<file path="config.mk">
export PLATFORM = sky130hd
export DESIGN_NAME = bwc_regs
export DESIGN_NICKNAME = d
export VERILOG_FILES = /design/src/bwc_pkg.sv /design/src/bwc_mode_decode.sv /design/src/bwc_spi_slave.sv /design/src/bwc_regs.sv
export VERILOG_INCLUDE_DIRS = /design/src
export SDC_FILE = /design/constraint.sdc
export NUM_CORES = 1
export LEC_CHECK = 0
export BUFFER_PORTS_ARGS = -buffer_cell sky130_fd_sc_hd__buf_2
export CAP_MARGIN = 25
export CORE_UTILIZATION = 50
export DETAILED_ROUTE_END_ITERATION = 10
export GPL_TIMING_DRIVEN = 0
export PLACE_DENSITY = 0.73
export SETUP_SLACK_MARGIN = 0.15
export SLEW_MARGIN = 20
export SYNTH_ARGS = -nofsm -noshare
export SYNTH_HDL_FRONTEND = slang
export SYNTH_SLANG_ARGS = --single-unit
</file>
<file path="constraint.sdc">
create_clock -name ref_clk -period 1.8 [get_ports ref_clk]
set_input_delay 0.18 -clock ref_clk [delete_from_list [all_inputs] [get_ports ref_clk]]
set_output_delay 0.18 -clock ref_clk [all_outputs]
set_load 0.01 [all_outputs]
</file>
<file path="src/bwc_defs.svh">
// register offsets, field positions, masks and reload values
`ifndef BWC_DEFS_SVH
`define BWC_DEFS_SVH
`define BWC_ADDR_BUS1 7'h04
`define BWC_ADDR_BUS2 7'h05
`define BWC_ADDR_WAKE 7'h06
`define BWC_RESET_VAL 8'h00
`define BWC_READ_NONE 8'h00
`define BWC_BUS1_WMASK 8'hFB
`define BWC_BUS2_WMASK 8'h23
`define BWC_WAKE_WMASK 8'hC4
`define BWC_BUS1_FS_KEEP 8'hE0
`define BWC_BUS1_FS_SET 8'h09
`define BWC_BUS2_FS_VAL 8'h01
`define BWC_BUS2_RS_KEEP 8'h23
`define BWC_WAKE_RS_KEEP 8'hC0
`define BWC_BIT_FLASH 7
`define BWC_BIT_LSM 6
`define BWC_BIT_TXDTO 5
`define BWC_LSB_FIRST_LIN_MODE 3
`define BWC_LSB_CAN 0
`define BWC_BIT_PEAK 5
`define BWC_LSB_SECOND_LIN_MODE 0
`define BWC_BIT_T2WK 7
`define BWC_BIT_T1WK 6
`define BWC_BIT_WDOFF 2
`define BWC_FRAME_BITS 16
`define BWC_ADDR_BITS 8
`define BWC_CNT_W 5
`endif

</file>
<file path="src/bwc_pkg.sv">
// shared types of the bus and wake control registers
package bwc_pkg;
    // operating mode of the chip as reported by the mode logic
    typedef enum logic [2:0] {
        BWC_INIT, BWC_NORMAL, BWC_STOP, BWC_SLEEP, BWC_RESTART, BWC_FAILSAFE
    } bwc_sbc_mode_t;
    // one SPI frame: write flag, address, data
    typedef struct packed {
        logic wr;
        logic [6:0] addr;
        logic [7:0] data;
    } bwc_frame_t;
    // decoded transceiver mode, one-hot
    typedef struct packed {
        logic off;
        logic wake;
        logic rx_only;
        logic normal;
    } bwc_xcvr_t;
    // hardware-owned fields pushed by the mode logic
    typedef struct packed {
        logic [1:0] can_mode;
        logic [1:0] first_lin_mode;
        logic [1:0] second_lin_mode;
        logic stop_watchdog_off_hi;
    } bwc_hw_upd_t;
endpackage : bwc_pkg

</file>
<file path="src/bwc_mode_decode.sv">
// decodes one 2-bit transceiver mode field into one-hot flags
`timescale 1ns/1ps
`include "bwc_defs.svh"
module bwc_mode_decode
    import bwc_pkg::*;
(
    input wire logic ref_clk,
    input wire logic reset_n,
    input wire logic [1:0] field,
    output bwc_xcvr_t mode_q
);
    // 00 off, 01 wake capable, 10 receive only, 11 normal
    always_ff @(posedge ref_clk or negedge reset_n) begin
        if (!reset_n) begin
            mode_q <= 4'h8;
        end else begin
            mode_q.off <= (field == 2'h0);
            mode_q.wake <= (field == 2'h1);
            mode_q.rx_only <= (field == 2'h2);
            mode_q.normal <= (field == 2'h3);
        end
    end
endmodule : bwc_mode_decode

</file>
<file path="src/bwc_spi_slave.sv">
// SPI frame receiver with read-data return, pins synchronised
`timescale 1ns/1ps
`include "bwc_defs.svh"
module bwc_spi_slave
    import bwc_pkg::*;
(
    input wire logic ref_clk,
    input wire logic reset_n,
    input wire logic chip_select_n,
    input wire logic spi_clk,
    input wire logic spi_mosi,
    input wire logic [7:0] rd_data,
    output bwc_frame_t frame_q,
    output logic frame_done_q,
    output logic spi_miso_q,
    output logic spi_miso_oe_n_q
);
    logic [2:0] cs_q, ck_q, di_q;
    logic [`BWC_CNT_W-1:0] cnt_q;
    logic [7:0] tx_q;
    // two flops per pin; the third stage only feeds edge detection
    always_ff @(posedge ref_clk or negedge reset_n) begin
        if (!reset_n) begin
            cs_q <= 3'h7;
            ck_q <= 3'h0;
            di_q <= 3'h0;
        end else begin
            cs_q <= {cs_q[1:0], chip_select_n};
            ck_q <= {ck_q[1:0], spi_clk};
            di_q <= {di_q[1:0], spi_mosi};
        end
    end
    // shift on rising clock, msb first; count saturates past a frame
    always_ff @(posedge ref_clk or negedge reset_n) begin
        if (!reset_n) begin
            frame_q <= '0;
            cnt_q <= '0;
        end else if (cs_q[1]) begin
            cnt_q <= '0;
        end else if (ck_q[1] && !ck_q[2]) begin
            frame_q <= {frame_q[`BWC_FRAME_BITS-2:0], di_q[1]};
            if (cnt_q != `BWC_CNT_W'(`BWC_FRAME_BITS + 1))
                cnt_q <= cnt_q + 1'b1;
        end
    end
    // read data latched once the address byte is complete
    always_ff @(posedge ref_clk or negedge reset_n) begin
        if (!reset_n) begin
            tx_q <= `BWC_READ_NONE;
        end else if (cnt_q == `BWC_CNT_W'(`BWC_ADDR_BITS)) begin
            tx_q <= rd_data;
        end
    end
    // data byte driven out on falling clock; a frame of wrong length is dropped
    always_ff @(posedge ref_clk or negedge reset_n) begin
        if (!reset_n) begin
            spi_miso_q <= 1'b0;
            spi_miso_oe_n_q <= 1'b1;
            frame_done_q <= 1'b0;
        end else begin
            spi_miso_oe_n_q <= cs_q[1];
            if (!ck_q[1] && ck_q[2] && cnt_q[3])
                spi_miso_q <= tx_q[~cnt_q[2:0]];
            frame_done_q <= cs_q[1] && !cs_q[2]
                && (cnt_q == `BWC_CNT_W'(`BWC_FRAME_BITS));
        end
    end
endmodule : bwc_spi_slave

</file>
<file path="src/bwc_regs.sv">
// bus and wake control registers of the system basis chip
//
// What this block does
// - flash bit 7 set disables LIN slope control
// - low-slope bit selects 10.4kBaud slow slopes
// - bit 5 enables LIN transmit time-out
// - first LIN mode bits 4:3 decoded
// - CAN mode bits 1:0 decoded
// - second LIN mode bits 1:0 decoded
// - LIN options apply at frame end, both transceivers
// - fail-safe entry reloads wake-capable values
// - peak bit writable only in init, normal
// - stop mode ignores peak writes, no error
// - peak bit selects low or high threshold
// - bit 7 arms second cyclic timer wake
// - bit 6 arms first cyclic timer wake
// - bit 2 switches watchdog off in stop
// - reserved bits read zero, never written
// - mode logic may load transceiver mode fields
// - restart clears low wake-register bits, keeps top
`timescale 1ns/1ps
`include "bwc_defs.svh"
module bwc_regs
    import bwc_pkg::*;
(
    input wire logic ref_clk,
    input wire logic reset_n,
    input wire logic chip_select_n,
    input wire logic spi_clk,
    input wire logic spi_mosi,
    output logic spi_miso_q,
    output logic spi_miso_oe_n_q,
    input bwc_sbc_mode_t sbc_mode,
    input wire logic soft_reset,
    input wire logic failsafe_entry,
    input wire logic restart_entry,
    input wire logic hw_load,
    input bwc_hw_upd_t hw_upd,
    output bwc_xcvr_t can_mode_q,
    output bwc_xcvr_t first_lin_mode_q,
    output bwc_xcvr_t second_lin_mode_q,
    output logic slope_control_on_q,
    output logic low_slope_select_q,
    output logic transmit_timeout_enable_q,
    output logic peak_threshold_high_q,
    output logic timer_one_wake_enable_q,
    output logic timer_two_wake_enable_q,
    output logic stop_watchdog_off_hi_q,
    output logic ext_wake_failsafe_q
);
    logic [7:0] bus1_q;
    logic [7:0] bus2_q;
    logic [7:0] wake_q;
    logic [7:0] rd_data;
    logic [7:0] bus2_wmask;
    bwc_frame_t frame;
    logic frame_done;
    logic wr_bus1, wr_bus2, wr_wake;
    logic peak_writable;

    bwc_spi_slave u_spi (
        .ref_clk(ref_clk),
        .reset_n(reset_n),
        .chip_select_n(chip_select_n),
        .spi_clk(spi_clk),
        .spi_mosi(spi_mosi),
        .rd_data(rd_data),
        .frame_q(frame),
        .frame_done_q(frame_done),
        .spi_miso_q(spi_miso_q),
        .spi_miso_oe_n_q(spi_miso_oe_n_q)
    );

    // write strobes for the three mapped addresses; others are ignored here
    assign wr_bus1 = frame_done && frame.wr
        && (frame.addr == `BWC_ADDR_BUS1);
    assign wr_bus2 = frame_done && frame.wr
        && (frame.addr == `BWC_ADDR_BUS2);
    assign wr_wake = frame_done && frame.wr
        && (frame.addr == `BWC_ADDR_WAKE);

    assign peak_writable = (sbc_mode == BWC_INIT) || (sbc_mode == BWC_NORMAL);
    // stop mode masks the bit quietly
    // the write simply drops the bit; no failure flag exists to raise
    assign bus2_wmask = peak_writable ? `BWC_BUS2_WMASK
        : (`BWC_BUS2_WMASK & ~(8'h01 << `BWC_BIT_PEAK));

    // reserved bits read zero
    // stored bits outside the write masks are never set, so reads are clean
    // read data is latched after eight bits, while the address byte still
    // sits in the low half of the shifter, so decode that half
    always_comb begin
        rd_data = `BWC_READ_NONE;
        unique case (frame.data[6:0])
            `BWC_ADDR_BUS1: rd_data = bus1_q & `BWC_BUS1_WMASK;
            `BWC_ADDR_BUS2: rd_data = bus2_q & `BWC_BUS2_WMASK;
            `BWC_ADDR_WAKE: rd_data = wake_q & `BWC_WAKE_WMASK;
            default: rd_data = `BWC_READ_NONE;
        endcase
    end

    // first bus control register; priority soft reset, fail-safe, mode logic,
    // then SPI write; restart does not touch it
    always_ff @(posedge ref_clk or negedge reset_n) begin
        if (!reset_n) begin
            bus1_q <= `BWC_RESET_VAL;
        end else if (soft_reset) begin
            bus1_q <= `BWC_RESET_VAL;
        end else if (failsafe_entry) begin
            bus1_q <= (bus1_q & `BWC_BUS1_FS_KEEP) | `BWC_BUS1_FS_SET;
        end else if (hw_load) begin
            bus1_q[`BWC_LSB_CAN +: 2] <= hw_upd.can_mode;
            bus1_q[`BWC_LSB_FIRST_LIN_MODE +: 2] <= hw_upd.first_lin_mode;
        end else if (wr_bus1) begin
            bus1_q <= frame.data & `BWC_BUS1_WMASK;
        end
    end

    // second bus control register; restart clears the reserved bits only
    always_ff @(posedge ref_clk or negedge reset_n) begin
        if (!reset_n) begin
            bus2_q <= `BWC_RESET_VAL;
        end else if (soft_reset) begin
            bus2_q <= `BWC_RESET_VAL;
        end else if (failsafe_entry) begin
            bus2_q <= `BWC_BUS2_FS_VAL;
        end else if (restart_entry) begin
            bus2_q <= bus2_q & `BWC_BUS2_RS_KEEP;
        end else if (hw_load) begin
            bus2_q[`BWC_LSB_SECOND_LIN_MODE +: 2] <= hw_upd.second_lin_mode;
        end else if (wr_bus2) begin
            bus2_q <= (bus2_q & ~bus2_wmask) | (frame.data & bus2_wmask);
        end
    end

    // internal wake register; fail-safe leaves it alone
    always_ff @(posedge ref_clk or negedge reset_n) begin
        if (!reset_n) begin
            wake_q <= `BWC_RESET_VAL;
        end else if (soft_reset) begin
            wake_q <= `BWC_RESET_VAL;
        end else if (restart_entry) begin
            wake_q <= wake_q & `BWC_WAKE_RS_KEEP;
        end else if (hw_load) begin
            wake_q[`BWC_BIT_WDOFF] <= hw_upd.stop_watchdog_off_hi;
        end else if (wr_wake) begin
            wake_q <= frame.data & `BWC_WAKE_WMASK;
        end
    end

    bwc_mode_decode u_can (
        .ref_clk(ref_clk),
        .reset_n(reset_n),
        .field(bus1_q[`BWC_LSB_CAN +: 2]),
        .mode_q(can_mode_q)
    );

    bwc_mode_decode u_first_lin_mode (
        .ref_clk(ref_clk),
        .reset_n(reset_n),
        .field(bus1_q[`BWC_LSB_FIRST_LIN_MODE +: 2]),
        .mode_q(first_lin_mode_q)
    );

    bwc_mode_decode u_second_lin_mode (
        .ref_clk(ref_clk),
        .reset_n(reset_n),
        .field(bus2_q[`BWC_LSB_SECOND_LIN_MODE +: 2]),
        .mode_q(second_lin_mode_q)
    );

    // shared LIN options, one cycle after the register changes
    // both LINs, at frame end
    always_ff @(posedge ref_clk or negedge reset_n) begin
        if (!reset_n) begin
            slope_control_on_q <= 1'b1;
            low_slope_select_q <= 1'b0;
            transmit_timeout_enable_q <= 1'b0;
        end else begin
            slope_control_on_q <= !bus1_q[`BWC_BIT_FLASH];
            low_slope_select_q <= bus1_q[`BWC_BIT_LSM];
            transmit_timeout_enable_q <= bus1_q[`BWC_BIT_TXDTO];
        end
    end

    // supply and wake source controls
    always_ff @(posedge ref_clk or negedge reset_n) begin
        if (!reset_n) begin
            peak_threshold_high_q <= 1'b0;
            timer_one_wake_enable_q <= 1'b0;
            timer_two_wake_enable_q <= 1'b0;
            stop_watchdog_off_hi_q <= 1'b0;
        end else begin
            peak_threshold_high_q <= bus2_q[`BWC_BIT_PEAK];
            timer_one_wake_enable_q <= wake_q[`BWC_BIT_T1WK];
            timer_two_wake_enable_q <= wake_q[`BWC_BIT_T2WK];
            stop_watchdog_off_hi_q <= wake_q[`BWC_BIT_WDOFF];
        end
    end

    // tells the external wake register to take its fail-safe value too
    // external wake reload strobe
    always_ff @(posedge ref_clk or negedge reset_n) begin
        if (!reset_n) begin
            ext_wake_failsafe_q <= 1'b0;
        end else begin
            ext_wake_failsafe_q <= failsafe_entry && !soft_reset;
        end
    end

    // checks kept beside the logic

    a_flash_slope: assert property (
        @(posedge ref_clk) disable iff (!reset_n)
        $rose(bus1_q[`BWC_BIT_FLASH]) |=> !slope_control_on_q
    ) else $error("flash bit did not turn slope control off");

    a_lsm_follow: assert property (
        @(posedge ref_clk) disable iff (!reset_n)
        $changed(bus1_q[`BWC_BIT_LSM])
            |=> low_slope_select_q == $past(bus1_q[`BWC_BIT_LSM])
    ) else $error("low-slope output does not follow its bit");

    a_txdto_follow: assert property (
        @(posedge ref_clk) disable iff (!reset_n)
        ##1 transmit_timeout_enable_q == $past(bus1_q[`BWC_BIT_TXDTO])
    ) else $error("time-out enable does not follow its bit");

    a_can_decode: assert property (
        @(posedge ref_clk) disable iff (!reset_n)
        bus1_q[1:0] == 2'h1 |=> can_mode_q.wake && !can_mode_q.normal
    ) else $error("CAN wake capable not decoded");

    a_first_lin_mode_decode: assert property (
        @(posedge ref_clk) disable iff (!reset_n)
        bus1_q[4:3] == 2'h3 |=> first_lin_mode_q.normal
    ) else $error("first LIN normal not decoded");

    a_second_lin_mode_decode: assert property (
        @(posedge ref_clk) disable iff (!reset_n)
        bus2_q[1:0] == 2'h2 |=> second_lin_mode_q.rx_only
    ) else $error("second LIN receive only not decoded");

    a_frame_apply: assert property (
        @(posedge ref_clk) disable iff (!reset_n)
        wr_bus1 && !soft_reset && !failsafe_entry && !hw_load
            |=> bus1_q[7:5] == $past(frame.data[7:5])
            ##1 low_slope_select_q == bus1_q[`BWC_BIT_LSM]
    ) else $error("LIN option write not applied at frame end");

    a_failsafe_load: assert property (
        @(posedge ref_clk) disable iff (!reset_n)
        failsafe_entry && !soft_reset
            |=> bus1_q[4:0] == 5'h09 && bus2_q == 8'h01
            && ext_wake_failsafe_q && bus1_q[7:5] == $past(bus1_q[7:5])
    ) else $error("fail-safe reload values wrong");

    a_peak_stop: assert property (
        @(posedge ref_clk) disable iff (!reset_n)
        wr_bus2 && sbc_mode == BWC_STOP && !soft_reset && !failsafe_entry
            && !restart_entry
            |=> $stable(bus2_q[`BWC_BIT_PEAK])
    ) else $error("peak bit changed by a write in stop mode");

    a_peak_normal: assert property (
        @(posedge ref_clk) disable iff (!reset_n)
        wr_bus2 && sbc_mode == BWC_NORMAL && !soft_reset && !failsafe_entry
            && !restart_entry && !hw_load
            |=> bus2_q[`BWC_BIT_PEAK] == $past(frame.data[`BWC_BIT_PEAK])
            ##1 peak_threshold_high_q == bus2_q[`BWC_BIT_PEAK]
    ) else $error("peak bit write in normal mode lost");

    a_timer_wake: assert property (
        @(posedge ref_clk) disable iff (!reset_n)
        ##1 timer_two_wake_enable_q == $past(wake_q[`BWC_BIT_T2WK])
            && timer_one_wake_enable_q == $past(wake_q[`BWC_BIT_T1WK])
    ) else $error("timer wake enables do not follow their bits");

    a_reserved_zero: assert property (
        @(posedge ref_clk) disable iff (!reset_n)
        (bus1_q & ~`BWC_BUS1_WMASK) == 8'h00
            && (bus2_q & ~`BWC_BUS2_WMASK) == 8'h00
            && (wake_q & ~`BWC_WAKE_WMASK) == 8'h00
    ) else $error("reserved bit set");

    a_restart_wake: assert property (
        @(posedge ref_clk) disable iff (!reset_n)
        restart_entry && !soft_reset
            |=> wake_q[5:0] == 6'h00 && wake_q[7:6] == $past(wake_q[7:6])
    ) else $error("restart reload of wake register wrong");

    a_soft_clear: assert property (
        @(posedge ref_clk) disable iff (!reset_n)
        soft_reset |=> bus1_q == 8'h00 && bus2_q == 8'h00
            && wake_q == 8'h00 ##1 stop_watchdog_off_hi_q == 1'b0
    ) else $error("soft reset did not clear the registers");

    a_hw_load: assert property (
        @(posedge ref_clk) disable iff (!reset_n)
        hw_load && !soft_reset && !failsafe_entry && !restart_entry
            |=> bus1_q[1:0] == $past(hw_upd.can_mode)
            && bus2_q[1:0] == $past(hw_upd.second_lin_mode)
    ) else $error("mode logic load of transceiver fields lost");

    a_peak_init: assert property (
        @(posedge ref_clk) disable iff (!reset_n)
        wr_bus2 && sbc_mode == BWC_INIT && !soft_reset && !failsafe_entry
            && !restart_entry && !hw_load
            |=> bus2_q[`BWC_BIT_PEAK] == $past(frame.data[`BWC_BIT_PEAK])
    ) else $error("peak bit write in init mode lost");

    a_wdoff_follow: assert property (
        @(posedge ref_clk) disable iff (!reset_n)
        ##1 stop_watchdog_off_hi_q == $past(wake_q[`BWC_BIT_WDOFF])
    ) else $error("watchdog stop-mode output does not follow its bit");

    a_hwload_first_lin_mode: assert property (
        @(posedge ref_clk) disable iff (!reset_n)
        hw_load && !soft_reset && !failsafe_entry && !restart_entry
            |=> bus1_q[`BWC_LSB_FIRST_LIN_MODE +: 2] == $past(hw_upd.first_lin_mode)
            && wake_q[`BWC_BIT_WDOFF] == $past(hw_upd.stop_watchdog_off_hi)
    ) else $error("mode logic load of first LIN or watchdog bit lost");

    a_can_rxonly: assert property (
        @(posedge ref_clk) disable iff (!reset_n)
        bus1_q[`BWC_LSB_CAN +: 2] == 2'h2 |=> can_mode_q.rx_only
    ) else $error("CAN receive only not decoded");

endmodule : bwc_regs

</file>
==> reports/metrics.cfg, run 1 <==
[worst_setup_path]
r2r_start=u_spi.frame_q[12]
cp_cell_sequence=or4b_4 > o31ai_4 > buf_6 > mux2_4
cp-start-kind=register
reg2reg_depth=4
path_class=reg -> reg
critPathBufInv=1
crit_family=simple AND/OR/NAND/NOR gates
critPathMaxFanout=4
crit_path_end_kind=register
r2r-end=bus1_q[1]
slowest_delay_ns=0.61
ff2ff_setup_slack_ns=0.0003
cp_data_required_time_ns=2.03
arrival_ns=2.03
crit_slowest_cell=or4b_4

[global_routing]
grt_use_total_pct=20.9
grt_max_degree=45
antenna_found_initial=0
grt_pass1_wl_mm=9.76
gr-total-overflow=0
grt_pass1_vias=1997

[die]
die_width_um=80.4
rows=28
initial_utilization_pct=51.9
die_y_um=80.4
dieArea_um2=6460
pin_count=41
core_area_um2=5920

[detailed_routing]
vias=2024
ant_nets=0
drt-total-wl_mm=5.97
drt-vias-per-instance=5.33
firstDrtPassIters=4
drc=0
drt_iter0_drc=86
wl_per_cell_um=15.7

[final_layout]
nets=322
diodes=0
layout-drive-gt1-share_pct=35.7
fin_util_pct=63.8
area_delta_synth_final_pct=22.8
instances_no_fill=380

[worst_hold_path]
holdPathStages=3
hp-class=in -> reg
min_to=bus1_q[5]
hold_path.startpoint=soft_reset

[pwr]
vdd_drop_max_mv=0.838
powerDensity_nw_per_um2=1010
power_mw=3.83
p_leak_nw=1.74

[yosys]
synth-seq-cells=72
synth_cell_type_count=44
synth_cells=240
syn-num-nets=262
synth_seq_area_share_pct=58.9
ys_dominant_reg_cell=dfrtp_1
async_reset_ff_share_pct=100
synth_area_um2=3070
syn_avg_cell_area_um2=12.8
synth-edff-count=0
yosys_warnings=0

[clocking]
clock_sinks=72
cts.htree.levels=3
clk_path_buf_depth=2
worstSkewPairLatency_ns=0.34
cts_tree=done
cts_buffers=9
root_buffer=clkbuf_8
worst_setup_hold_path_clk_slew_ns=0.07

[timing]
min_period_over_period_pct=100
max_slew.worst_pin.slew_ns=0.586
clock.fmax_mhz=556
grt_setup_unrepaired=true
setup_ws_ns=0.000283
finalCriticalPeriod_ns=1.80
setup_viol=0
maxSlewViolCount=0
fin_worst_skew_ns=0.00539
hold_viol_final=0
slew_headroom_pct=60.9

[place]
gp_congestion=0.816
post-dp-hpwl_mm=4.15
port_buffers=37
dp_slack_ns=-0.177
dp_cells=353

[run]
maxCapViolCount=0

[outcome]
status=finished clean

[sequential cells by signal (all words and copies together), names as in the netlist, 2 cells and up]
name / count
u_spi.cs_q: 3
u_spi.ck_q: 3
bus1_q: 7
u_spi.tx_q: 8
u_second_lin_mode.mode_q: 4
u_spi.cnt_q: 5
u_first_lin_mode.mode_q: 4
wake_q: 3
u_can.mode_q: 4
bus2_q: 3
u_spi.di_q: 2
u_spi.frame_q: 16
[cell families after synthesis]
group                    after synthesis  share of synthesized area, %
multiplexers                          37                          13.7
buffers and inverters                 14                          2.65
adder cells (fa/ha/maj)                3                          1.22
AND/OR/NAND/NOR                       84                          17.4
flip-flops                            72                          58.9
AO/OA/AOI/OAI                         30                          6.07
[how the worst max path moves through the flow]
stage / from / endpoint / slack, ns / cells past startpoint
after global routing: u_spi.frame_q[12] / bus1_q[0] / -0.04 / 4
after global placement: u_spi.ck_q[2] / u_spi.frame_q[13] / -0.12 / 4
after floorplan: u_spi.frame_q[14] / bus1_q[0] / 0.11 / 3
final: u_spi.frame_q[12] / bus1_q[1] / 0.0003 / 4
after CTS: u_spi.frame_q[13] / bus1_q[1] / -0.01 / 4
after detailed placement: u_spi.ck_q[2] / u_spi.frame_q[11] / -0.18 / 4
[worst reg2reg max path, delay by kind of cell, from the launching register on]
| kind | cells | cell delay [ns] |
|---|---|---|
| AOI/OAI and AO/OA | 1 | 0.21 |
| buffers and inverters | 1 | 0.17 |
| DFF | 1 | 0.41 |
| muxes | 1 | 0.30 |
| and+or+nand+nor | 1 | 0.61 |
[cells in the final DEF, fill, tap and decap left out, types with 3 or more instances in the layout]
cell           count
dlygate4sd3_1      4
mux2_4             4
nor3_1             4
nand4_1            4
clkbuf_8          13
nand2_1           17
nand4bb_1          4
a21oi_1            8
nor2b_1           10
nor2_1             8
dfstp_2            7
nand2b_1          10
mux2i_1           14
inv_1              6
buf_2             37
clkbuf_1           3
buf_4              8
ha_1               3
mux2_2            16
dfrtp_1           63
o21ai_0           12
and2_1             3
[layout make-up]
class | count | area [µm²]
Buffer | 8 | 62.6
Clock buffer | 11 | 151
Clock inverter | 5 | 78.8
Fill cell | 475 | 2150
Inverter | 6 | 22.5
Multi-Input combinational cell | 154 | 1250
Sequential cell | 72 | 1810
Tap cell | 75 | 93.8
Timing Repair Buffer | 49 | 304
[through the flow]
| stage | instance area (µm²) | setup TNS [ns] | hold slack, ns |
|---|---|---|---|
| finish | 3770 | 0 | 0.168 |
| global route | 3770 | -0.146 | 0.175 |
| CTS | 3710 | -0.0426 | 0.154 |
| detailed placement | 3370 | -1.76 | 0.121 |
| global placement | 3350 | -1.14 | 0.290 |
| floorplan | 3070 | 0 | -0.116 |
[per-layer routing]
layer  routed length, µm  share of wire [%]  track usage [%]  up-vias
met5                   0                  0                0        -
met4                  78                1.3             9.64        0
met3                 227                3.8             5.11        6
met2                3070                 51             33.6       37
met1                2590                 43             26.7     1003
li1                    -                  -                -      978
[cells in the mapped netlist (3+ instances only)]
| master | n | area share [%] |
|---|---|---|
| inv_1 | 6 | 0.73 |
| nand4_1 | 4 | 0.81 |
| mux2i_1 | 14 | 4.6 |
| nand4bb_1 | 6 | 2.2 |
| nor2_1 | 9 | 1.1 |
| nand2b_1 | 10 | 2.0 |
| o21ai_0 | 12 | 2.0 |
| dfrtp_1 | 65 | 53 |
| a21oi_1 | 8 | 1.3 |
| nor3_1 | 4 | 0.65 |
| nand2_1 | 17 | 2.1 |
| clkbuf_1 | 4 | 0.49 |
| mux2_1 | 5 | 1.8 |
| nor2b_1 | 10 | 2.0 |
| mux2_2 | 16 | 5.9 |
| ha_1 | 3 | 1.2 |
| and2_1 | 3 | 0.61 |
| dfstp_2 | 7 | 6.0 |
[power breakdown]
| part | total [mW] | internal [mW] | switching [mW] |
|---|---|---|---|
| clock network | 1.43 | 0.853 | 0.577 |
| logic | 0.474 | 0.245 | 0.229 |
| registers | 1.93 | 1.76 | 0.165 |
| total | 3.83 | 2.86 | 0.971 |
[repair_timing]
item,in CTS,in global routing
hold buffers,4,0
setup endpoints to repair,32,28
buffers inserted,2,5
pin swaps,2,3
endpoints found under the hold margin,29,0
gates resized for setup,12,5
Note: power is estimated with default switching activity, not from simulation.
==> run 2: changes to the inputs <==
Settings changed: BUFFER_PORTS_ARGS -buffer_cell sky130_fd_sc_hd__buf_2 to default, DONT_BUFFER_PORTS from default to 1, PLACE_DENSITY 0.73 to 0.68.
==> run 2 against run 1 <==
  * The run now ends with negative hold slack left
  * Highest routed layer unchanged
  * Hold slack got worse by 0.65 ns
  * First-iteration DRC count fell by 3.5%
  * Global-route usage down 0.59 points
  * Wire length shrank 3.2%
  * Sequential share of layout area up 3.5 points
  * Largest cell class unchanged
==> reports/metrics.cfg, run 2 (synthesis gave the netlist of run 1 again) <==
[clocking]
root_buffer=clkbuf_8
cts.htree.levels=3  ; unchanged
cts_buffers=9  ; unchanged
cts_hold_buf=4  ; unchanged
worstSkewPairLatency_ns=0.35  ; about the same
clock_sinks=72  ; unchanged
worst_setup_hold_path_clk_slew_ns=0.08  ; about the same
clk_path_buf_depth=2  ; unchanged
cts_tree=done

[final_layout]
instances_no_fill=345  ; -9.2%
nets=287  ; -11%
final_common_cell=dfrtp_1
diodes=0  ; unchanged
most-common-layout-cells=dfrtp_1 (63), nand2_1 (17), mux2_2 (16), mux2i_1 (14), clkbuf_8 (12)
area_delta_synth_final_pct=14.5
top_register=u_spi.frame_q
layout-drive-gt1-share_pct=26.7  ; -9.1 points
reg_top3=u_spi.frame_q x16, u_spi.tx_q x8, bus1_q x7
largest_reg_flops=16  ; unchanged

[detailed_routing]
drt-vias-per-instance=5.57  ; +4.6%
drc=0  ; unchanged
wl_per_cell_um=16.7  ; +6.6%
drt-total-wl_mm=5.77  ; -3.2%
ant_nets=0  ; unchanged
drt_iter0_drc=83  ; -3.5%
vias=1923  ; -5.0%
firstDrtPassIters=4  ; unchanged

[worst_setup_path]
crit_family=simple AND/OR/NAND/NOR gates
ff2ff_setup_slack_ns=0.02  ; +0.02 ns
critPathBufInv=1  ; unchanged
r2r-end=bus1_q[1]
critPathMaxFanout=4  ; unchanged
path_class=reg -> reg
r2r_start=u_spi.frame_q[14]
cp_cell_sequence=or4b_4 > o31ai_4 > buf_6 > mux2_4
arrival_ns=2.02  ; about the same
crit_path_end_kind=register
crit_slowest_cell=or4b_4
cp-start-kind=register
slowest_delay_ns=0.60  ; about the same
reg2reg_depth=4  ; unchanged
cp_data_required_time_ns=2.04  ; about the same

[pwr]
powerDensity_nw_per_um2=973  ; -4.2%
p_leak_nw=1.53  ; -12%
vdd_drop_max_mv=0.566  ; -32%

[die]
rows=28  ; unchanged
dieArea_um2=6460  ; unchanged
pin_count=41  ; unchanged
die_width_um=80.4  ; unchanged
initial_utilization_pct=51.9  ; unchanged
core_area_um2=5920  ; unchanged
die_y_um=80.4  ; unchanged

[place]
port_buffers=0  ; -100%
gp_congestion=0.772  ; -5.3%
post-dp-hpwl_mm=3.86  ; -7.2%
dp_slack_ns=-0.159  ; +0.0180 ns
dp_cells=315  ; -11%

[outcome]
status=complete, but fails checks
violations=negative hold slack

[timing]
setup_ws_ns=0.0184  ; +0.0181 ns
grt_setup_unrepaired=true
totalNegativeSetupSlack_ns=0  ; unchanged
max_slew.worst_pin.slew_ns=0.687  ; +0.101 ns
clock.fmax_mhz=561  ; +1.0%
slew_headroom_pct=53.8  ; -7.1 points
fin_worst_skew_ns=0.0107  ; +0.00527 ns
hold_viol_final=72  ; +72
min_period_over_period_pct=99.0  ; -1.0 points
holdWs_ns=-0.484  ; -0.652 ns
finalCriticalPeriod_ns=1.78  ; -0.0181 ns
setup_viol=0  ; unchanged
maxSlewViolCount=0  ; unchanged

[global_routing]
antenna_found_initial=0  ; unchanged
grt_pass1_vias=1868  ; -6.5%
grt_pass1_wl_mm=9.61  ; -1.5%
grt_max_degree=73  ; +62%
gr-total-overflow=0  ; unchanged
grt_use_total_pct=20.4  ; -0.59 points

[worst_hold_path]
hp-class=in -> async

[run]
maxCapViolCount=0  ; unchanged

## run 2: final cells by class
type / instances / area [µm²]
Inverter: 6 / 22.5
Timing Repair Buffer: 14 / 119
Buffer: 8 / 62.6
Clock buffer: 11 / 141
Fill cell: 478 / 2400
Clock inverter: 5 / 32.5
Multi-Input combinational cell: 154 / 1230
Sequential cell: 72 / 1810
Tap cell: 75 / 93.8
## run 2: layer usage
| layer | routed length [µm] | global-route usage, % | part of all wire, % | vias to the layer above |
|---|---|---|---|---|
| met5 | 0 | 0 | 0 | - |
| met4 | 96 | 9.64 | 1.7 | 0 |
| met3 | 210 | 4.77 | 3.6 | 11 |
| met2 | 2800 | 30.8 | 49 | 37 |
| met1 | 2670 | 27.4 | 46 | 969 |
| li1 | - | - | - | 906 |
## run 2: how the worst max path moves through the flow
stage / startpoint / endpoint / slack, ns / cells past startpoint
2_1_floorplan: u_spi.frame_q[14] / bus1_q[0] / 0.11 / 3
3_5_place_dp: u_spi.ck_q[2] / u_spi.frame_q[7] / -0.16 / 4
4_1_cts: u_spi.frame_q[13] / bus1_q[1] / -0.03 / 4
3_3_place_gp: u_spi.ck_q[2] / u_spi.frame_q[13] / -0.16 / 4
5_1_grt: u_spi.frame_q[14] / bus1_q[4] / -0.009 / 4
6_report: u_spi.frame_q[14] / bus1_q[1] / 0.02 / 4
## run 2: metrics by stage
step	utilization (%)	power [mW]	hold WS [ns]	instance area, µm²
finish	59.4	3.42	-0.484	3520
global route	59.4	3.59	-0.505	3520
CTS	58.1	3.44	-0.494	3440
detailed placement	53.5	2.27	-0.114	3170
global placement	53.5	2.25	-0.114	3170
floorplan	-	2.17	-0.116	3070
## run 2: repair_timing
item / in CTS / in global routing
setup endpoints to repair: 27 / 30
hold endpoints to repair: 76 / 72
setup buffers: 2 / 8
gates resized for setup: 10 / 10
pin swaps: 3 / 6
## run 2: power by group
part	internal [mW]	switching [mW]	total (mW)
clock network	0.533	0.601	1.13
logic	0.204	0.160	0.364
registers	1.76	0.162	1.93
total	2.50	0.923	3.42
==> run 3: changes to the inputs <==
Settings changed: SETUP_SLACK_MARGIN 0.15 to 0.1.
==> run 3 against run 2 <==
  * The run still ends with negative hold slack left
  * Worst setup slack better by 0.039 ns
  * Non-clock buffer count is 3 higher
  * Via count is 0.31% higher
  * Final cell count is 0.87% higher
  * Wire length is 2.4% higher
  * Clock skew is 0.0013 ns lower
  * Sequential share of layout area is 0.69 points lower
  * Critical path depth stayed put
  * Total power is 4.8% higher
  * Combinational power hardly changed
  * Maximum frequency is 2.2% higher
  * Global-route usage is 0.065 points higher
  * Critical endpoint is now bus1_q[0]
  * Highest routed layer unchanged
==> reports/metrics.cfg, run 3 (synthesis gave the netlist of run 1 again) <==
[detailed_routing]
vias=1929  ; +0.31%
firstDrtPassIters=4  ; unchanged
ant_nets=0  ; unchanged
drt-vias-per-instance=5.54  ; -0.55%
wl_met3_um=240  ; +14%
drt-total-wl_mm=5.91  ; +2.4%
drt_iter0_drc=107  ; +29%
met1_length_mm=2.65  ; -0.68%
top_layer_used=met4
met2_length_mm=2.92  ; +4.4%
wl_per_cell_um=17.0  ; +1.5%
drc=0  ; unchanged

[worst_setup_path]
r2r_start=u_spi.frame_q[14]
ff2ff_setup_slack_ns=0.06  ; +0.04 ns
cp_data_required_time_ns=2.04  ; about the same
reg2reg_depth=4  ; unchanged
path_class=reg -> reg
critPathBufInv=1  ; unchanged
crit_slowest_cell=or4b_4
r2r-end=bus1_q[0]
cp-start-kind=register
cp_cell_sequence=or4b_4 > o31ai_4 > buf_6 > mux2_4
critPathMaxFanout=4  ; unchanged
arrival_ns=1.98  ; -0.04 ns
crit_family=simple AND/OR/NAND/NOR gates
crit_path_end_kind=register
slowest_delay_ns=0.58  ; -0.02 ns

[timing]
min_period_over_period_pct=96.8  ; -2.2 points
fin_worst_skew_ns=0.00940  ; -0.00127 ns
hold_viol_final=72  ; unchanged
finalCriticalPeriod_ns=1.74  ; -0.0390 ns
max_slew.worst_pin.slew_ns=0.698  ; +0.0115 ns
grt_setup_unrepaired=true
slew_headroom_pct=53.0  ; -0.77 points
maxSlewViolCount=0  ; unchanged
holdWs_ns=-0.483  ; +0.000612 ns
totalNegativeSetupSlack_ns=0  ; unchanged
clock.fmax_mhz=574  ; +2.2%
setup_viol=0  ; unchanged

[pwr]
p_leak_nw=1.56  ; +1.9%
power_mw=3.59  ; +4.8%
powerDensity_nw_per_um2=1010  ; +3.4%
vdd_drop_max_mv=0.527  ; -6.8%

[global_routing]
antenna_found_initial=0  ; unchanged
grt_use_total_pct=20.4  ; +0.065 points
gr-total-overflow=0  ; unchanged
grt_max_degree=73  ; unchanged
grt_pass1_vias=1849  ; -1.0%
grt_pass1_wl_mm=9.48  ; -1.4%

[clocking]
cts_buffers=9  ; unchanged
clk_path_buf_depth=2  ; unchanged
worst_setup_hold_path_clk_slew_ns=0.08  ; about the same
worstSkewPairLatency_ns=0.35  ; about the same
cts.htree.levels=3  ; unchanged
cts_tree=done
root_buffer=clkbuf_8
clock_sinks=72  ; unchanged
cts_hold_buf=4  ; unchanged

[run]
maxCapViolCount=0  ; unchanged

[final_layout]
largest_reg_flops=16  ; unchanged
diodes=0  ; unchanged
num-fill-cells=485  ; +1.5%
reg_top3=u_spi.frame_q x16, u_spi.tx_q x8, bus1_q x7
area_delta_synth_final_pct=16.0
layout-drive-gt1-share_pct=26.7  ; +0.073 points
final_common_cell=dfrtp_1
top_register=u_spi.frame_q
most-common-layout-cells=dfrtp_1 (64), nand2_1 (17), mux2_2 (16), mux2i_1 (14), buf_4 (12)
fin_util_pct=60.2  ; +0.76 points
nets=290  ; +1.0%

[outcome]
violations=negative hold slack
status=complete, but fails checks

[die]
dieArea_um2=6460  ; unchanged
pin_count=41  ; unchanged
die_width_um=80.4  ; unchanged
rows=28  ; unchanged
initial_utilization_pct=51.9  ; unchanged
core_area_um2=5920  ; unchanged
die_y_um=80.4  ; unchanged

[place]
post-dp-hpwl_mm=3.85  ; -0.27%
port_buffers=0  ; unchanged
gp_congestion=0.773  ; +0.13%

[worst_hold_path]
hp-class=in -> async

-- run 3: cell count changes in the layout (fill, tap and decap cells not counted), moves of 2 or more --
cell,before,now
o21ai_0,8,10
buf_4,10,12
clkinv_2,2,0
o21ai_1,6,4
clkinv_4,0,3
-- run 3: worst max-delay path by stage --
stage | from | to | slack [ns] | cells after the start
after global routing | u_spi.frame_q[12] | bus1_q[0] | 0.03 | 4
after CTS | u_spi.frame_q[14] | bus1_q[0] | 0.02 | 4
after detailed placement | u_spi.ck_q[2] | u_spi.frame_q[1] | -0.19 | 4
final | u_spi.frame_q[14] | bus1_q[0] | 0.06 | 4
after global placement | u_spi.ck_q[2] | u_spi.frame_q[13] | -0.15 | 4
after floorplan | u_spi.frame_q[13] | bus1_q[0] | 0.11 | 3
-- run 3: final cells by class --
cell class              count  area, µm²  share of cell area [%]
flip-flops and latches     72       1810                    50.8
multi-input cells         154       1230                    34.5
repair buffers             17        141                    3.97
clock buffers               9        124                    3.47
well taps                  75       93.8                    2.63
clock inverters             7       80.1                    2.25
plain buffers               8       62.6                    1.76
inverters                   6       22.5                   0.632
-- run 3: metal layers --
metal / up-vias / global-route usage (%)
met4: 0 / 7.68
met2: 38 / 31.8
met5: - / 0
li1: 910 / -
met1: 970 / 26.8
met3: 11 / 6.14
-- run 3: what timing repair did --
action / CTS / global route
pin swaps: 3 / 4
endpoints found under the setup margin: 26 / 26
resized for setup: 10 / 6
cloned: 0 / 0
endpoints found under the hold margin: 76 / 72
setup buffers: 5 / 8
-- run 3: where the power goes --
part / internal (mW) / switching (mW)
clock: 0.651 / 0.647
sequential: 1.76 / 0.159
combinational: 0.206 / 0.160
-- run 3: through the flow --
stage | cell area [µm²] | hold slack (ns) | instances | setup slack, ns
2_1_floorplan | 3070 | -0.116 | 240 | 0.110
3_3_place_gp | 3170 | -0.114 | 315 | -0.148
3_5_place_dp | 3170 | -0.114 | 315 | -0.191
4_1_cts | 3490 | -0.496 | 340 | 0.0206
5_1_grt | 3560 | -0.507 | 348 | 0.0296
6_report | 3560 | -0.483 | 348 | 0.0574
-- run 3: worst register-to-register path, stage by stage (launching register included) --
cell	delay, ns
dfrtp_1	0.39
or4b_4	0.58
o31ai_4	0.20
buf_6	0.16
mux2_4	0.30
